--- config.mk ---
export PLATFORM = sky130hd
export DESIGN_NAME = reset_cause_record
export DESIGN_NICKNAME = d
export VERILOG_FILES = /design/src/common/reset_cause_pkg.sv /design/src/verilog/pin_sync.sv /design/src/verilog/reset_cause_record.sv
export SDC_FILE = /design/constraint.sdc
export NUM_CORES = 1
export LEC_CHECK = 0
export BUFFER_PORTS_ARGS = -buffer_cell sky130_fd_sc_hd__buf_2
export CORE_ASPECT_RATIO = 0.7
export CORE_MARGIN = 1.5
export CORE_UTILIZATION = 48
export CTS_BUF_LIST = sky130_fd_sc_hd__clkbuf_16
export CTS_CLUSTER_DIAMETER = 40
export CTS_CLUSTER_SIZE = 14
export DETAILED_ROUTE_END_ITERATION = 10
export PLACE_DENSITY = 0.75
export SLEW_MARGIN = 20
export SYNTH_ARGS = -nofsm -noshare
export SYNTH_HDL_FRONTEND = slang
export SYNTH_SLANG_ARGS = --single-unit
export TNS_END_PERCENT = 5
--- constraint.sdc ---
create_clock -name hclk -period 1.7 [get_ports hclk]
set_input_delay 0.255 -clock hclk [delete_from_list [all_inputs] [get_ports hclk]]
set_output_delay 0.255 -clock hclk [all_outputs]
set_load 0.005 [all_outputs]
--- src/common/reset_cause_pkg.sv ---
// package: register map, flag positions and carrier types for reset cause
package reset_cause_pkg;
	localparam logic [11:0] reset_cause_record_off = 12'h004;
	localparam logic [11:0] periph_reset_ctl_one_off = 12'h008;
	localparam logic [31:0] periph_reset_ctl_one_rst = 32'h0000_0000;
	localparam int cpu_only_reset_bit = 1;
	localparam int power_on_reset_flag_pos = 0;
	localparam int pin_reset_flag_pos = 1;
	localparam int watchdog_reset_flag_pos = 2;
	localparam int low_voltage_reset_flag_pos = 3;
	localparam int brownout_reset_flag_pos = 4;
	localparam int core_request_reset_flag_pos = 5;
	localparam int cpu_only_reset_flag_pos = 7;
	localparam logic [7:0] flag_mask = 8'hbf;
	localparam logic [7:0] flag_rst = 8'h00;
	localparam logic [1:0] htrans_nonseq = 2'h2;
	localparam logic [2:0] hsize_word = 3'h2;
	localparam int sync_stages = 3;

	// raw reset-source event inputs
	typedef struct packed {
		logic core_system_reset_request;
		logic brownout_detector;
		logic low_voltage_reset_controller;
		logic watchdog_timer;
		logic window_watchdog_timer;
		logic external_reset_pin_n;
		logic power_on;
	} reset_sources_t;

	typedef enum logic [1:0] {
		bus_idle = 2'b00,
		bus_write = 2'b01,
		bus_read = 2'b11
	} bus_state_t;
endpackage : reset_cause_pkg

--- src/verilog/pin_sync.sv ---
// three-stage synchroniser with agreement filter for one input
`timescale 1ns/100ps
module pin_sync #(
	parameter logic reset_level = 1'b0
) (
	input wire logic hclk,
	input wire logic hresetn,
	input wire logic pin_in,
	output logic level
);
	logic [2:0] stage_q;
	logic [2:0] stage_d;
	logic level_q;
	logic level_d;

	always_comb begin
		stage_d = {stage_q[1:0], pin_in};
		level_d = level_q;
		if (stage_q[2] == stage_q[1]) begin
			level_d = stage_q[2];
		end
	end

	always_ff @(posedge hclk or negedge hresetn) begin
		if (!hresetn) begin
			stage_q <= {3{reset_level}};
			level_q <= reset_level;
		end else begin
			stage_q <= stage_d;
			level_q <= level_d;
		end
	end

	assign level = level_q;
endmodule : pin_sync

--- src/verilog/reset_cause_record.sv ---
// reset cause record: sticky write-1-clear reset source flags on ahb-lite
//
// Notes on behaviour
// - a 32-bit cause register holds flags in bits 7:0, bits 31:8 and 6 read zero.
// - writing 1 to bit 1 of the peripheral reset control one register sets bit 7.
// - a cpu-only reset pulses the core and flash controller reset and sets bit 7.
// - a core system reset request sets bit 5.
// - a brown-out detector reset sets bit 4, else bit 4 stays 0.
// - a low-voltage reset controller reset sets bit 3.
// - each flag clears only on hresetn or when software writes 1 to it; 0 leaves it.
// - a watchdog or window watchdog reset sets bit 2.
// - a reset from the external active-low pin sets bit 1.
// - bit 3 reads 0 without a low-voltage reset and clears on a write of 1.
//
// The AHB-Lite register port was decided locally.
`timescale 1ns/100ps
module reset_cause_record (
	input wire logic hclk,
	input wire logic hresetn,
	input wire logic hsel,
	input wire logic [11:0] haddr,
	input wire logic [1:0] htrans,
	input wire logic hwrite,
	input wire logic [2:0] hsize,
	input wire logic [31:0] hwdata,
	input wire logic hready,
	output logic [31:0] hrdata,
	output logic hreadyout,
	output logic hresp,
	input wire reset_cause_pkg::reset_sources_t sources,
	output logic cpu_flash_reset
);
	localparam int nsrc = 7;

	reset_cause_pkg::bus_state_t state_q;
	reset_cause_pkg::bus_state_t state_d;
	logic [11:0] addr_q;
	logic [11:0] addr_d;
	logic [7:0] flags_q;
	logic [7:0] flags_d;
	logic [31:0] ctl_q;
	logic [31:0] ctl_d;
	logic [31:0] rdata_q;
	logic [31:0] rdata_d;
	logic cpu_rst_q;
	logic cpu_rst_d;
	logic [nsrc-1:0] lvl;
	logic [nsrc-1:0] lvl_q;
	logic [nsrc-1:0] rise;
	logic [nsrc-1:0] raw;
	logic [7:0] set_v;
	logic [7:0] clr_v;
	logic take;
	logic [nsrc-1:0] lvl_d;
	logic wr_cause;
	logic wr_ctl;

	// address decode shared by read and write paths
	function automatic logic is_cause(input logic [11:0] a);
		return a == reset_cause_pkg::reset_cause_record_off;
	endfunction : is_cause

	function automatic logic is_ctl(input logic [11:0] a);
		return a == reset_cause_pkg::periph_reset_ctl_one_off;
	endfunction : is_ctl

	function automatic logic [31:0] read_mux(input logic [11:0] a,
		input logic [7:0] f, input logic [31:0] c);
		logic [31:0] r;
		r = 32'h0000_0000;
		if (is_cause(a)) begin
			r = {24'h00_0000, f & reset_cause_pkg::flag_mask};
		end else if (is_ctl(a)) begin
			r = c;
		end
		return r;
	endfunction : read_mux

	// source edges onto flag positions
	function automatic logic [7:0] edge_flags(input logic [nsrc-1:0] e);
		logic [7:0] s;
		s = 8'h00;
		s[reset_cause_pkg::core_request_reset_flag_pos] = e[6];
		s[reset_cause_pkg::brownout_reset_flag_pos] = e[5];
		s[reset_cause_pkg::low_voltage_reset_flag_pos] = e[4];
		s[reset_cause_pkg::watchdog_reset_flag_pos] = e[3] | e[2];
		s[reset_cause_pkg::pin_reset_flag_pos] = e[1];
		s[reset_cause_pkg::power_on_reset_flag_pos] = e[0];
		return s;
	endfunction : edge_flags

	// pin is active low: a low level is the reset event
	assign raw = {sources.core_system_reset_request,
		sources.brownout_detector, sources.low_voltage_reset_controller,
		sources.watchdog_timer, sources.window_watchdog_timer,
		~sources.external_reset_pin_n, sources.power_on};

	for (genvar i = 0; i < nsrc; i++) begin : g_sync
		pin_sync #(.reset_level(1'b0)) u_sync (
			.hclk(hclk),
			.hresetn(hresetn),
			.pin_in(raw[i]),
			.level(lvl[i])
		);
	end

	assign take = hsel && hready && htrans[1];

	// edge detect on the synchronised source levels
	always_comb begin
		lvl_d = lvl;
		rise = lvl & ~lvl_q;
	end

	// write decode from the registered address phase
	always_comb begin
		wr_cause = 1'b0;
		wr_ctl = 1'b0;
		unique case (state_q)
			reset_cause_pkg::bus_write: begin
				wr_cause = is_cause(addr_q);
				wr_ctl = is_ctl(addr_q);
			end
			reset_cause_pkg::bus_read: begin
				wr_cause = 1'b0;
				wr_ctl = 1'b0;
			end
			reset_cause_pkg::bus_idle: begin
				wr_cause = 1'b0;
				wr_ctl = 1'b0;
			end
			default: begin
				wr_cause = 1'b0;
				wr_ctl = 1'b0;
			end
		endcase
	end

	// flag group: source edges set, software write-1 clears
	always_comb begin
		set_v = edge_flags(rise);
		set_v[reset_cause_pkg::cpu_only_reset_flag_pos] = cpu_rst_q;
		clr_v = 8'h00;
		if (wr_cause) begin
			clr_v = hwdata[7:0];
		end
		// set wins over a clear in the same cycle
		flags_d = (flags_q & ~clr_v) | set_v;
		flags_d = flags_d & reset_cause_pkg::flag_mask;
	end

	// control group: cpu-only bit self-clears into a one-cycle pulse
	always_comb begin
		ctl_d = ctl_q;
		cpu_rst_d = 1'b0;
		if (wr_ctl) begin
			ctl_d = hwdata;
			ctl_d[reset_cause_pkg::cpu_only_reset_bit] = 1'b0;
			cpu_rst_d = hwdata[reset_cause_pkg::cpu_only_reset_bit];
		end
	end

	// bus group: address phase capture and registered read data
	always_comb begin
		state_d = reset_cause_pkg::bus_idle;
		addr_d = addr_q;
		rdata_d = rdata_q;
		if (take) begin
			addr_d = haddr;
			state_d = hwrite ? reset_cause_pkg::bus_write : reset_cause_pkg::bus_read;
			if (!hwrite) begin
				rdata_d = read_mux(haddr, flags_q, ctl_q);
			end
		end
	end

	// bus group registers
	always_ff @(posedge hclk or negedge hresetn) begin
		if (!hresetn) begin
			state_q <= reset_cause_pkg::bus_idle;
			addr_q <= 12'h000;
			rdata_q <= 32'h0000_0000;
		end else begin
			state_q <= state_d;
			addr_q <= addr_d;
			rdata_q <= rdata_d;
		end
	end

	// flag group registers
	always_ff @(posedge hclk or negedge hresetn) begin
		if (!hresetn) begin
			flags_q <= reset_cause_pkg::flag_rst;
		end else begin
			flags_q <= flags_d;
		end
	end

	// control group registers
	always_ff @(posedge hclk or negedge hresetn) begin
		if (!hresetn) begin
			ctl_q <= reset_cause_pkg::periph_reset_ctl_one_rst;
			cpu_rst_q <= 1'b0;
		end else begin
			ctl_q <= ctl_d;
			cpu_rst_q <= cpu_rst_d;
		end
	end

	// edge detect registers
	always_ff @(posedge hclk or negedge hresetn) begin
		if (!hresetn) begin
			lvl_q <= '0;
		end else begin
			lvl_q <= lvl_d;
		end
	end

	assign hrdata = rdata_q;
	assign hreadyout = 1'b1;
	assign hresp = 1'b0;
	assign cpu_flash_reset = cpu_rst_q;
endmodule : reset_cause_record

==> results.cfg <==
[global_routing]
grt_max_degree = 65
first_global_vias = 2714
antenna_found_initial = 0
grt_overflow = 0
grt_pass1_wl_mm = 13.0
grt_use_total = 0.184

[drt]
drt-vias-per-instance = 5.09
routed.top_layer = met4
wl_met2_mm = 3.65
wirelength_mm = 7.95
wl_met3_um = 426
drtPass1Iterations = 5
vias = 2636
wl_met1_mm = 3.82
avgRoutedWirePerCell_um = 15.3
remaining_drc_errors = 0
ant_nets = 0
first_iter_violations = 124

[cts]
clk_latency_ps = 400
cts_buffers = 17
h-tree-depth = 4
clockBufferDepth = 2
root_buffer = clkbuf_16
clock-sinks = 120
post-cts-setup-buffers = 0
cts_tree = done
clk_pin_slew_ps = 50
ctsResizeCount = 0

[setup_path]
cp.arrival_ps = 1930
start_kind = flip-flop
path_class = flip-flop to flip-flop
cp_cell_sequence = nor4_2, nand4_1, buf_12, mux2_1
max_stage_delay_ps = 390
end_kind = flip-flop
crit_slowest_cell = dfrtp_1
rrSetupSlack_ps = 40
cp_max_fo = 25
worst_ep_required_time_ps = 1980

[placement]
place.detailed.hpwl_mm = 5.44
gp_congestion = 0.706
portBuffers = 89
place_ws_ps = -6.47

[floorplan]
core_um2 = 8620
rows = 28
dieHeight_um = 82.6
start_util = 0.504
die_w_um = 117
io_pins = 96
dieArea_um2 = 9640

[cells_and_area]
area_growth_pct = 28.8
diodes = 0
nets = 446
fill_cells = 632
drive_above_1_share = 0.462

[timing]
drv_slew = 0
setup_viol = 0
relSlewSlack = 0.613
period_needed_ps = 1660
timing.final.crit_share = 0.974
worst_slack_ps = 44.8
finalClockSkew_ps = 4.62
max_freq_mhz = 604
hold_viol_final = 0
grt_setup_unrepaired = yes
worstMarginPinSlew_ps = 579

[logic_synthesis]
synth.avg_cell_area_um2 = 16.2
synth_common_cells = dfrtp_1, mux2_2, a22o_1
synth_warnings = 0
yosys.area.top_type = dfrtp_1
yosysTopAreaCellShare = 0.691
synth_cell_types = 32
synth_seq_area_share = 0.691
synth-edff-count = 0
syn_area_um2 = 4350
async_flop_share = 1.00
yosys-top-cells-area = dfrtp_1, mux2_2, a22o_1
ys.flop_type = dfrtp_1
synthCells = 268
synth_fp_nets = 329
yosysMostFrequentCell = dfrtp_1
ys_ff_latch = 120

[power]
p_clk_frac = 0.458
ir_worst_vdd_uv = 736
power-per-cell-area_nw_per_um2 = 1140
p_total_uw = 6410
p_int_uw = 5010
combPwrFrac = 0.056
seq_power_share = 0.486
power_switching_uw = 1390
leakagePower_uw = 0.00274
p_sw_frac = 0.217

[hold_path]
hp-class = primary input to flip-flop

[run_status]
status = finished, final reports clean

[job]
cap_violations = 0
## cells in the final DEF, fill, tap and decap left out
cell	n
or4b_1	1
nand3_1	2
o221ai_1	1
nand4b_2	1
mux2_2	32
buf_4	10
nor4_2	2
a22o_1	20
a221o_1	5
nand4_1	3
nor4_4	1
or4_4	2
clkinvlp_4	2
maj3_1	7
buf_12	4
buf_2	88
a22o_2	17
nor4b_4	1
conb_1	2
nand2_1	1
clkinv_2	6
mux2_1	11
o22ai_1	1
a21o_1	1
and3b_1	1
a32o_1	1
clkinv_1	5
nor2_1	2
clkbuf_16	17
dfrtp_1	120
o22a_1	1
dlygate4sd3_1	8
nor4b_2	1
nor2b_1	9
inv_1	12
## what timing repair did
item	in CTS	in global routing
hold buffers	8	0
hold endpoints to repair	127	0
setup endpoints to repair	0	22
## sequential cells by signal (all words and copies together) (netlist names)
signal	count
hrdata	32
g_sync.u_sync.level	7
ctl_q	31
state_q	2
addr_q	12
flags_q	7
g_sync.u_sync.stage_q	21
lvl_q	7
cpu_flash_reset	1
## logic make-up (layout without fill, tap and decap cells)
family / Yosys count / after routing / synth area share
flops: 120 / 120 / 0.691
compound gates: 47 / 47 / 0.100
mux: 43 / 43 / 0.111
simple gates: 27 / 27 / 0.0547
buf+inv: 22 / 152 / 0.0248
fa+ha+maj: 7 / 7 / 0.0161
other cells: 2 / 2 / 0.00173
## power by group through the flow
stage / combinational, uW / clock [uW] / sequential, uW
after detailed placement: 348 / 0 / 3160
after global placement: 332 / 0 / 3150
after floorplan: 172 / 0 / 3140
after global routing: 399 / 3150 / 3130
after CTS: 363 / 3030 / 3110
final: 356 / 2930 / 3110
## critical path, delay by kind of cell (launching register included)
kind | cells | cell delay, ps
simple gates | 2 | 590
mux | 1 | 320
flops | 1 | 390
buf+inv | 1 | 220
## through the flow
step	std cells	hold WS, ps	TNS, ps	utilization	cell area (um^2)
2_1_floorplan	268	-40.6	0	-	4350
3_3_place_gp	478	281	0	0.583	5020
3_5_place_dp	478	289	-19.0	0.583	5020
4_1_cts	518	53.6	0	0.650	5600
5_1_grt	518	54.2	-517	0.650	5600
6_report	518	69.6	0	0.650	5600
## layer usage
layer  up-vias  global-route usage
met5         -                   0
met1      1343               0.239
li1       1216                   -
met2        69               0.284
met3         8              0.0752
met4         0              0.0578
## area by class of cell
type / count / area (um^2) / area share
Tap cell: 120 / 150 / 0.0268
Inverter: 10 / 37.5 / 0.00670
Multi-Input combinational cell: 126 / 1240 / 0.221
Clock inverter: 15 / 71.3 / 0.0127
Clock buffer: 17 / 425 / 0.0760
Timing Repair Buffer: 110 / 676 / 0.121
Sequential cell: 120 / 3000 / 0.536
## worst paths after layout
| path | start | end | cells after the start |
|---|---|---|---|
| setup / recovery | addr_q[5]$_DFFE_PN0P_ | ctl_q[27]$_DFFE_PN0P_ | 4 |
| hold / removal | hwdata[13] | ctl_q[13]$_DFFE_PN0P_ | 2 |
| setup reg to reg | addr_q[5]$_DFFE_PN0P_ | ctl_q[27]$_DFFE_PN0P_ | 4 |
| hold reg to reg | g_sync[5].u_sync.stage_q[0]$_DFF_PN0_ | g_sync[5].u_sync.stage_q[1]$_DFF_PN0_ | 0 |
| max in group asynchronous | hresetn | addr_q[9]$_DFFE_PN0P_ | 3 |
| min in group asynchronous | hresetn | g_sync[4].u_sync.stage_q[0]$_DFF_PN0_ | 3 |
Note: power is estimated with default switching activity, not from simulation.
